**config.mk**
```make
export PLATFORM = sky130hd
export DESIGN_NAME = ebpw_host
export DESIGN_NICKNAME = d
export VERILOG_FILES = /design/src/shared/ebpw_pkg.sv /design/src/core/ebpw_host.sv /design/src/core/ebpw_tmr.sv
export VERILOG_INCLUDE_DIRS = /design/src /design/src/shared
export SDC_FILE = /design/constraint.sdc
export NUM_CORES = 1
export LEC_CHECK = 0
export BUFFER_PORTS_ARGS = -buffer_cell sky130_fd_sc_hd__buf_2
export CAP_MARGIN = 20
export CELL_PAD_IN_SITES_DETAIL_PLACEMENT = 1
export CELL_PAD_IN_SITES_GLOBAL_PLACEMENT = 2
export CORE_MARGIN = 2
export CORE_UTILIZATION = 35
export DETAILED_ROUTE_END_ITERATION = 16
export GPL_TIMING_DRIVEN = 0
export HOLD_SLACK_MARGIN = 0.15
export MAX_ROUTING_LAYER = met4
export PLACE_DENSITY_LB_ADDON = 0.15
export SLEW_MARGIN = 20
export SYNTH_ARGS = -nofsm -noshare
export SYNTH_HDL_FRONTEND = slang
export SYNTH_SLANG_ARGS = --single-unit
```
**constraint.sdc**
```tcl
create_clock -name sys_clk_i -period 3.25 [get_ports sys_clk_i]
set_input_delay 0.4875 -clock sys_clk_i [delete_from_list [all_inputs] [get_ports sys_clk_i]]
set_output_delay 0.4875 -clock sys_clk_i [all_outputs]
set_load 0.02 [all_outputs]
```
**src/shared/ebpw_cfg.svh**
```systemverilog
// Timing and layout constants for the byte/page write host controller
`ifndef EBPW_CFG_SVH
`define EBPW_CFG_SVH

// System clock rate in MHz
`define EBPW_CLK_MHZ        20
// Least times round up, longest times round down, never below one cycle
`define EBPW_CYC_MIN(ns)    ((((ns) * `EBPW_CLK_MHZ) + 999) / 1000)
`define EBPW_CYC_MAX(ns)    ((((ns) * `EBPW_CLK_MHZ) / 1000) > 0 ? (((ns) * `EBPW_CLK_MHZ) / 1000) : 1)

// Write strobe pulse width and high recovery, in ns
`define EBPW_WP_NS          100
`define EBPW_WPH_NS         100
// Address hold after the strobe rises, in ns
`define EBPW_AH_NS          50
// Output enable high setup before a write, in ns
`define EBPW_OES_NS         10
// Slowest read access and output float time, in ns
`define EBPW_RD_ACC_NS      250
`define EBPW_OHZ_NS         50
// Byte load window, least in ns and longest in us
`define EBPW_BLC_MIN_NS     200
`define EBPW_BLC_MAX_US     100
// Internal write time in ms
`define EBPW_WC_MS          10

// Derived cycle counts
`define EBPW_WP_CYC         `EBPW_CYC_MIN(`EBPW_WP_NS)
`define EBPW_WPH_CYC        `EBPW_CYC_MIN(`EBPW_WPH_NS)
`define EBPW_AH_CYC         `EBPW_CYC_MIN(`EBPW_AH_NS)
`define EBPW_OES_CYC        `EBPW_CYC_MIN(`EBPW_OES_NS)
`define EBPW_RD_ACC_CYC     `EBPW_CYC_MIN(`EBPW_RD_ACC_NS)
`define EBPW_OHZ_CYC        `EBPW_CYC_MIN(`EBPW_OHZ_NS)
`define EBPW_BLC_MIN_CYC    `EBPW_CYC_MIN(`EBPW_BLC_MIN_NS)
`define EBPW_BLC_MAX_CYC    `EBPW_CYC_MAX(`EBPW_BLC_MAX_US * 1000)
`define EBPW_WC_CYC         `EBPW_CYC_MIN(`EBPW_WC_MS * 1000000)
// Cycles spent by the two-flop input synchroniser
`define EBPW_SYNC_CYC       2
// Margin taken off the window so the next strobe falls well inside it
`define EBPW_BLC_MARGIN     3
// Data bit used for completion polling
`define EBPW_POLL_BIT       7

`endif

```
**src/shared/ebpw_pkg.sv**
```systemverilog
// Types shared by the byte/page write host controller
package ebpw_pkg;

  // One user request: read or write of one byte
  typedef struct packed {
    logic        write;  // High for a byte write
    logic [15:0] addr;   // Byte address
    logic [7:0]  data;   // Write data
  } ebpw_req_type;

  // Strobe and address pins towards the memory
  typedef struct packed {
    logic        ce_n;   // Chip select, low active
    logic        oe_n;   // Output enable, low active
    logic        we_n;   // Write strobe, low active
    logic [15:0] addr;   // Address pins
  } ebpw_pins_type;

  // Controller states
  typedef enum logic [3:0] {
    ST_IDLE, ST_WSET, ST_WPUL, ST_WHLD, ST_WREC, ST_PAGE,
    ST_WAIT, ST_PRD, ST_PGAP, ST_RD, ST_RGAP
  } ebpw_state_type;

endpackage

```
**src/core/ebpw_host.sv**
```systemverilog
// Host controller driving a byte-wide EEPROM through its strobe pins
`timescale 1ns/10ps
`include "ebpw_cfg.svh"
module ebpw_host #(
  parameter int PAGE_AW = 7,              // Address bits inside one page
  parameter int WC_CYC  = `EBPW_WC_CYC    // Internal write time in cycles
) (
  // Clock and reset
  input  wire logic                   sys_clk_i,
  input  wire logic                   resetn_i,
  // User request side
  input  wire logic                   req_valid_i,
  input  wire ebpw_pkg::ebpw_req_type req_i,
  output logic                        req_ready_o,
  input  wire logic                   poll_en_i,
  // User answer side
  output logic                        rsp_valid_o,
  output logic [7:0]                  rsp_data_o,
  output logic                        busy_o,
  // Memory pins
  output ebpw_pkg::ebpw_pins_type     mem_o,
  input  wire logic [7:0]             dq_i,
  output logic [7:0]                  dq_o,
  output logic                        dq_oe_n_o
);

  localparam int TW = 18;  // Timer width, fits the internal write time

  // Fixed phase lengths, loaded as length minus one
  localparam logic [TW-1:0] WP_LD  = TW'(`EBPW_WP_CYC - 1);
  localparam logic [TW-1:0] AH_LD  = TW'(`EBPW_AH_CYC - 1);
  localparam logic [TW-1:0] WPH_LD = TW'(`EBPW_WPH_CYC - 1);
  localparam logic [TW-1:0] OES_LD = TW'(`EBPW_OES_CYC - 1);
  localparam logic [TW-1:0] RD_LD  = TW'(`EBPW_RD_ACC_CYC + `EBPW_SYNC_CYC - 1);
  localparam logic [TW-1:0] OHZ_LD = TW'(`EBPW_OHZ_CYC - 1);
  localparam logic [TW-1:0] WIN_LD = TW'(`EBPW_BLC_MAX_CYC - `EBPW_BLC_MARGIN);
  localparam logic [TW-1:0] WIN_OK = TW'(`EBPW_BLC_MAX_CYC - `EBPW_BLC_MARGIN - `EBPW_BLC_MIN_CYC);
  localparam logic [TW-1:0] WC_LD  = TW'(WC_CYC - 1 + `EBPW_BLC_MARGIN);  // Margin covers the window we cut short

  ebpw_pkg::ebpw_state_type state_q;  // Current state
  ebpw_pkg::ebpw_state_type state_d;  // Next state
  ebpw_pkg::ebpw_req_type   cur_q;    // Request being served
  ebpw_pkg::ebpw_req_type   last_q;   // Last byte loaded, target of polls
  ebpw_pkg::ebpw_pins_type  pins_d;   // Next pin levels
  logic                     pend_q;   // Request held while the write settles
  logic                     ready_q;  // Registered ready
  logic                     rsp_valid_q;
  logic [7:0]               rsp_data_q;
  logic                     busy_q;
  logic [7:0]               dq_q;
  logic                     dq_oe_n_q;
  ebpw_pkg::ebpw_pins_type  mem_q;
  logic [7:0]               dq_s1_q;  // First synchroniser stage
  logic [7:0]               dq_s2_q;  // Second stage, the only one read

  // Timer controls
  logic          ph_ld;
  logic [TW-1:0] ph_val;
  logic          ph_zero;
  logic          win_ld;
  logic [TW-1:0] win_cnt;
  logic          win_zero;
  logic          wc_ld;
  logic          wc_zero;

  // Request decode
  wire accept    = req_valid_i && ready_q;
  wire same_page = req_i.addr[15:PAGE_AW] == last_q.addr[15:PAGE_AW];
  wire page_hit  = accept && req_i.write && same_page && !win_zero;
  // Polled bit shows its true value once the write has finished
  wire poll_done = dq_s2_q[`EBPW_POLL_BIT] == last_q.data[`EBPW_POLL_BIT];
  // Where to go once the internal write is over
  wire ebpw_pkg::ebpw_state_type after_wait =
    !pend_q ? ebpw_pkg::ST_IDLE : (cur_q.write ? ebpw_pkg::ST_WSET : ebpw_pkg::ST_RD);

  // Phase timer for strobe widths
  ebpw_tmr #(.W(TW)) u_ph (
    .sys_clk_i (sys_clk_i),
    .resetn_i  (resetn_i),
    .load_i    (ph_ld),
    .val_i     (ph_val),
    .cnt_o     (),
    .zero_o    (ph_zero)
  );

  // Byte load window timer, restarted at every falling write strobe
  ebpw_tmr #(.W(TW)) u_win (
    .sys_clk_i (sys_clk_i),
    .resetn_i  (resetn_i),
    .load_i    (win_ld),
    .val_i     (WIN_LD),
    .cnt_o     (win_cnt),
    .zero_o    (win_zero)
  );

  // Internal write timer, started when the page closes
  ebpw_tmr #(.W(TW)) u_wc (
    .sys_clk_i (sys_clk_i),
    .resetn_i  (resetn_i),
    .load_i    (wc_ld),
    .val_i     (WC_LD),
    .cnt_o     (),
    .zero_o    (wc_zero)
  );

  // Next state and timer loads
  always_comb
  begin
    state_d = state_q;
    ph_ld   = 1'b0;
    ph_val  = '0;
    win_ld  = 1'b0;
    wc_ld   = 1'b0;
    unique case (state_q)
      ebpw_pkg::ST_IDLE:
        if (accept)
        begin
          state_d = req_i.write ? ebpw_pkg::ST_WSET : ebpw_pkg::ST_RD;
          ph_ld   = 1'b1;
          ph_val  = req_i.write ? OES_LD : RD_LD;
        end
      // Strobes set up with output enable high before the write pulse
      ebpw_pkg::ST_WSET:
        if (ph_zero)
        begin
          state_d = ebpw_pkg::ST_WPUL;
          ph_ld   = 1'b1;
          ph_val  = WP_LD;
          win_ld  = 1'b1;
        end
      ebpw_pkg::ST_WPUL:
        if (ph_zero)
        begin
          state_d = ebpw_pkg::ST_WHLD;
          ph_ld   = 1'b1;
          ph_val  = AH_LD;
        end
      ebpw_pkg::ST_WHLD:
        if (ph_zero)
        begin
          state_d = ebpw_pkg::ST_WREC;
          ph_ld   = 1'b1;
          ph_val  = WPH_LD;
        end
      ebpw_pkg::ST_WREC:
        if (ph_zero)
          state_d = ebpw_pkg::ST_PAGE;
      // Page open: other requests are held, the memory writes only after the window lapses
      ebpw_pkg::ST_PAGE:
        if (page_hit)
        begin
          state_d = ebpw_pkg::ST_WSET;
          ph_ld   = 1'b1;
          ph_val  = OES_LD;
        end
        else if (win_zero)
        begin
          state_d = ebpw_pkg::ST_WAIT;
          wc_ld   = 1'b1;
        end
      // Internal write running: poll or sit out the whole time
      ebpw_pkg::ST_WAIT:
        if (poll_en_i)
        begin
          state_d = ebpw_pkg::ST_PRD;
          ph_ld   = 1'b1;
          ph_val  = RD_LD;
        end
        else if (wc_zero)
          state_d = after_wait;
      ebpw_pkg::ST_PRD:
        if (ph_zero)
        begin
          state_d = ebpw_pkg::ST_PGAP;
          ph_ld   = 1'b1;
          ph_val  = OHZ_LD;
        end
      // Strobes high between polls; the sample is judged here
      ebpw_pkg::ST_PGAP:
        if (ph_zero)
        begin
          if (poll_done || wc_zero)
            state_d = after_wait;
          else
          begin
            state_d = ebpw_pkg::ST_PRD;
            ph_ld   = 1'b1;
            ph_val  = RD_LD;
          end
        end
      ebpw_pkg::ST_RD:
        if (ph_zero)
        begin
          state_d = ebpw_pkg::ST_RGAP;
          ph_ld   = 1'b1;
          ph_val  = OHZ_LD;
        end
      ebpw_pkg::ST_RGAP:
        if (ph_zero)
          state_d = ebpw_pkg::ST_IDLE;
    endcase
    // A pending request leaving the wait needs its first phase loaded
    if ((state_q == ebpw_pkg::ST_WAIT || state_q == ebpw_pkg::ST_PGAP) &&
        (state_d == ebpw_pkg::ST_WSET || state_d == ebpw_pkg::ST_RD))
    begin
      ph_ld  = 1'b1;
      ph_val = cur_q.write ? OES_LD : RD_LD;
    end
  end

  // Pin decode: read, write or standby from the next state
  wire st_rd  = state_d == ebpw_pkg::ST_RD || state_d == ebpw_pkg::ST_PRD;
  wire st_wr  = state_d == ebpw_pkg::ST_WSET || state_d == ebpw_pkg::ST_WPUL;
  wire st_drv = st_wr || state_d == ebpw_pkg::ST_WHLD;
  wire poll_a = state_d == ebpw_pkg::ST_PRD;
  assign pins_d.ce_n = !(st_rd || st_wr);
  assign pins_d.oe_n = !st_rd;
  assign pins_d.we_n = state_d != ebpw_pkg::ST_WPUL;
  assign pins_d.addr = poll_a ? last_q.addr : (accept ? req_i.addr : cur_q.addr);

  // Ready when idle, or in the page window past its least spacing with nothing held
  wire ready_d = state_d == ebpw_pkg::ST_IDLE ||
                 (state_d == ebpw_pkg::ST_PAGE && win_cnt <= WIN_OK && !pend_q && !accept);

  // Pin synchroniser: the first stage feeds only the second
  always_ff @(posedge sys_clk_i)
  begin
    dq_s1_q <= dq_i;
    dq_s2_q <= dq_s1_q;
  end

  // State, request capture and pending flag
  always_ff @(posedge sys_clk_i)
  begin
    if (!resetn_i)
    begin
      state_q <= ebpw_pkg::ST_IDLE;
      cur_q   <= '0;
      last_q  <= '0;
      pend_q  <= 1'b0;
    end
    else
    begin
      state_q <= state_d;
      if (accept)
        cur_q <= req_i;
      // Poll target follows each byte actually loaded
      if (state_q == ebpw_pkg::ST_WSET && ph_zero)
        last_q <= cur_q;
      if (accept && state_q == ebpw_pkg::ST_PAGE && !page_hit)
        pend_q <= 1'b1;
      else if (state_d == ebpw_pkg::ST_WSET || state_d == ebpw_pkg::ST_RD)
        pend_q <= 1'b0;
    end
  end

  // Registered outputs; data is driven only through a write setup, pulse and hold
  always_ff @(posedge sys_clk_i)
  begin
    if (!resetn_i)
    begin
      mem_q       <= '{ce_n: 1'b1, oe_n: 1'b1, we_n: 1'b1, addr: 16'h0000};
      dq_q        <= 8'h00;
      dq_oe_n_q   <= 1'b1;
      ready_q     <= 1'b0;
      rsp_valid_q <= 1'b0;
      rsp_data_q  <= 8'h00;
      busy_q      <= 1'b0;
    end
    else
    begin
      mem_q       <= pins_d;
      dq_q        <= accept ? req_i.data : cur_q.data;
      dq_oe_n_q   <= !st_drv;
      ready_q     <= ready_d;
      rsp_valid_q <= state_q == ebpw_pkg::ST_RD && ph_zero;
      if (state_q == ebpw_pkg::ST_RD && ph_zero)
        rsp_data_q <= dq_s2_q;
      busy_q      <= state_d != ebpw_pkg::ST_IDLE;
    end
  end

  assign mem_o       = mem_q;
  assign dq_o        = dq_q;
  assign dq_oe_n_o   = dq_oe_n_q;
  assign req_ready_o = ready_q;
  assign rsp_valid_o = rsp_valid_q;
  assign rsp_data_o  = rsp_data_q;
  assign busy_o      = busy_q;

endmodule // ebpw_host

```
**src/core/ebpw_tmr.sv**
```systemverilog
// Loadable down counter that stops at zero
`timescale 1ns/10ps
module ebpw_tmr #(
  parameter int W = 18
) (
  // Clock and reset
  input  wire logic         sys_clk_i,
  input  wire logic         resetn_i,
  // Load request and value
  input  wire logic         load_i,
  input  wire logic [W-1:0] val_i,
  // Count and zero flag
  output logic      [W-1:0] cnt_o,
  output logic              zero_o
);

  logic [W-1:0] cnt_q;  // Current count

  // Load wins over counting; hold at zero once reached
  always_ff @(posedge sys_clk_i)
  begin
    if (!resetn_i)
      cnt_q <= '0;
    else if (load_i)
      cnt_q <= val_i;
    else if (cnt_q != '0)
      cnt_q <= cnt_q - W'(1);
  end

  assign cnt_o  = cnt_q;
  assign zero_o = (cnt_q == '0);

endmodule // ebpw_tmr

```
==> reports/metrics.yaml <==
status: "complete, no violations"
ys_ff_latch: 156
ys_warn_count: 0
critical_path_class: "flip-flop to flip-flop"
rows: 49
drc_errors: 0
drtIter0Drc: 278
ys_types: 67
reg2reg_depth: 12
hold_class: "input pin to flip-flop"
grt_pass1_vias: 5781
postRouteAntennaNets: 0
syn_to_final_growth_pct: 23.0
synthMuxAreaShare_pct: 1.42
async_reset_ff_share_pct: 0
num_io_pins: 76
htreeDepth: 4
cts-buffers-inserted: 17
end_kind: "flip-flop"
placed_cells: 1014
synth_nets: 752
drive_above_1_share_pct: 18.0
period_minus_slack_ns: 3.16
synth_top_family_by_area: "simple AND/OR/NAND/NOR gates"
cts_max_path_buffers: 2
dieWidth_um: 138
r2r_end: "mem_o[13]"
core_area_sq_um: 17800
fin_cells: 1059
final-hold-violation-count: 0
antenna_found_initial: 0
synth-simple-area-share_pct: 24.1
io_buffer_count: 75
period_share_pct: 97.2
diodes: 0
die-area_sq_um: 19200
peakVddDrop_mv: 0.512
tightest_slew_ns: 0.678
crit_path_max_fanout: 10
drv_cap: 0
setup_violations: 0
hold_depth: 1
start_util_pct: 35.5
critical_path.startpoint: "u_wc.cnt_o[0]"
cts.sinks: 156
power_density_nw_per_um2: 994
cts_tree: "yes"
syn_area_sq_um: 6330
synth-compound-area-share_pct: 14.3
fin_nets: 859
dr.pass1.iters: 4
grt_usage_pct: 20.3
utilization_pct: 43.7
grt_pass1_wl_um: 30500
syn_area_per_cell_sq_um: 8.92
fin_skew_ns: 0.0124
p_leak_uw: 0.00306
worstSetupStartpointType: "flip-flop"
max-slew-margin-rel_pct: 54.8
dp.final_hpwl_um: 13000
synth_edf_count: 0
hold_start: "dq_i[7]"
gp_congestion: 0.890
max_freq_mhz: 317
num_vias: 5545
wl_per_cell_um: 17.5
r2r_start: "u_wc.cnt_o[0]"
design_area_sq_um: 7790
fp.dieH_um: 138
yosysSeqAreaShare_pct: 49.3
synthFlopType: "dfxtp_1"
grt_max_degree: 19
clk_pin_slew_worst_paths_ns: 0.07
rsz0062_at_grt: "yes"
root_buffer: "clkbuf_16"
worstPathRequired_ns: 3.56
synth_xor_area_share_pct: 6.36
worstPathArrival_ns: 3.47
drv_slew: 0
routed_wl_um: 18600
clock_latency_ns: 0.43
dpl-instance-area_sq_um: 6990
whs_endpoint: "dq_s1_q[7]"
synth_cells: 710
synthAdderAreaFrac_pct: 0.988
grt-ovfl-total: 0
vias_per_cell: 5.24
r2r_setup_slack_ns: 0.09
worst max-delay path by stage:
| stage | endpoint | slack (ns) | cells past startpoint |
|---|---|---|---|
| floorplan | u_ph.cnt_o[10] | 0.57 | 11 |
| CTS | mem_o[13] | 0.02 | 10 |
| finish | mem_o[13] | 0.09 | 12 |
| global route | mem_o[12] | -0.02 | 13 |
| detailed placement | u_ph.cnt_o[13] | -0.14 | 11 |
| global placement | u_ph.cnt_o[6] | -0.10 | 11 |
registers in the layout, summed over array words and instances (netlist names), 4 cells and up:
register,count
u_win.cnt_o,18
dq_s2_q,8
rsp_data_o,8
state_q,4
mem_o,19
u_wc.cnt_o,18
dq_s1_q,8
last_q,17
dq_o,8
u_ph.cnt_o,18
cur_q,25
cell usage after synthesis (5+ instances only):
| library cell | count | share of area [%] |
|---|---|---|
| xor2_1 | 15 | 2.1 |
| nor3_1 | 16 | 1.3 |
| dfxtp_1 | 156 | 49 |
| nor2_1 | 63 | 3.7 |
| o22a_1 | 16 | 2.2 |
| mux2i_1 | 9 | 1.4 |
| nor4_1 | 17 | 1.7 |
| or3_1 | 14 | 1.4 |
| o21ai_0 | 19 | 1.5 |
| ha_1 | 5 | 0.99 |
| xnor2_1 | 31 | 4.3 |
| nor2b_1 | 6 | 0.59 |
| nand2_1 | 117 | 6.9 |
| a31oi_1 | 5 | 0.49 |
| or4_1 | 8 | 0.95 |
| nand2b_1 | 9 | 0.89 |
| inv_1 | 12 | 0.71 |
| nand3_1 | 10 | 0.79 |
| a21oi_1 | 76 | 6.0 |
| clkbuf_1 | 23 | 1.4 |
| buf_1 | 6 | 0.36 |
critical path: stages, from the launching register on:
cell	delay, ns
dfxtp_1	0.33
inv_1	0.09
ha_1	0.19
or3b_4	0.41
or3_1	0.30
buf_2	0.17
o2111a_1	0.30
mux2i_1	0.16
nand4_1	0.29
nand2_1	0.24
nor2_4	0.10
clkbuf_4	0.21
o22a_1	0.23
stage by stage:
step	worst slack [ns]	total power (uW)	hold WS (ns)	TNS [ns]
after floorplan	0.567	4820	0.310	0
after global placement	-0.101	5500	0.311	-1.00
after detailed placement	-0.138	5600	0.320	-1.27
after CTS	0.0216	7650	0.153	0
after global routing	-0.0212	8280	0.156	-0.113
final	0.0905	7740	0.171	0
logic make-up after synthesis:
group | count (synthesis)
buffers and inverters | 50
and+or+nand+nor | 299
muxes | 9
AOI/OAI and AO/OA | 145
xor gates and xnor gates | 46
DFF | 156
adders and majority gates | 5
routing by layer:
layer | GRT usage [%] | share of wire [%] | vias to the layer above
li1 | - | - | 2688
met1 | 25.5 | 46 | 2746
met2 | 33.2 | 49 | 93
met3 | 4.43 | 3.4 | 18
met4 | 5.21 | 1.3 | 0
met5 | - | 0 | -
where the power goes:
group / switching (uW) / internal, uW
Clock: 965 / 1030
Sequential: 325 / 2280
Combinational: 1860 / 1280
timing repair:
action	CTS	global route
buffers inserted	0	6
gates resized for setup	1	13
endpoints found under the setup margin	10	43
pin swaps	0	2
hold endpoints to repair	7	0
hold buffers	7	0
placed cells by master, fill, tap and decap left out, types with 3 or more instances in the layout:
cell type / count
and3_1: 4
nor3b_1: 3
a31oi_1: 5
buf_4: 8
clkbuf_1: 22
inv_8: 5
or4_1: 8
and2_1: 4
clkbuf_16: 17
dlygate4sd3_1: 7
clkinv_4: 3
xor2_1: 15
xnor2_1: 31
o22a_1: 16
buf_6: 3
ha_1: 5
nand2_1: 117
nor4_2: 4
nand3b_1: 3
buf_2: 76
nor2_1: 63
nor4_1: 15
or3_1: 14
a21oi_1: 76
nand3_1: 10
clkinv_8: 4
mux2i_1: 9
inv_1: 12
buf_1: 6
o21ai_0: 19
nor3_1: 16
nand2b_1: 9
dfxtp_1: 156
nor2b_1: 6
area by class of cell:
class,count,area (sq um)
Buffer,36,171
Clock buffer,17,425
Clock inverter,15,171
Fill cell,2100,10100
Inverter,14,52.6
Multi-Input combinational cell,504,3070
Sequential cell,156,3120
Tap cell,229,287
Timing Repair Buffer,88,490
Power figures use the tool's default switching activity.
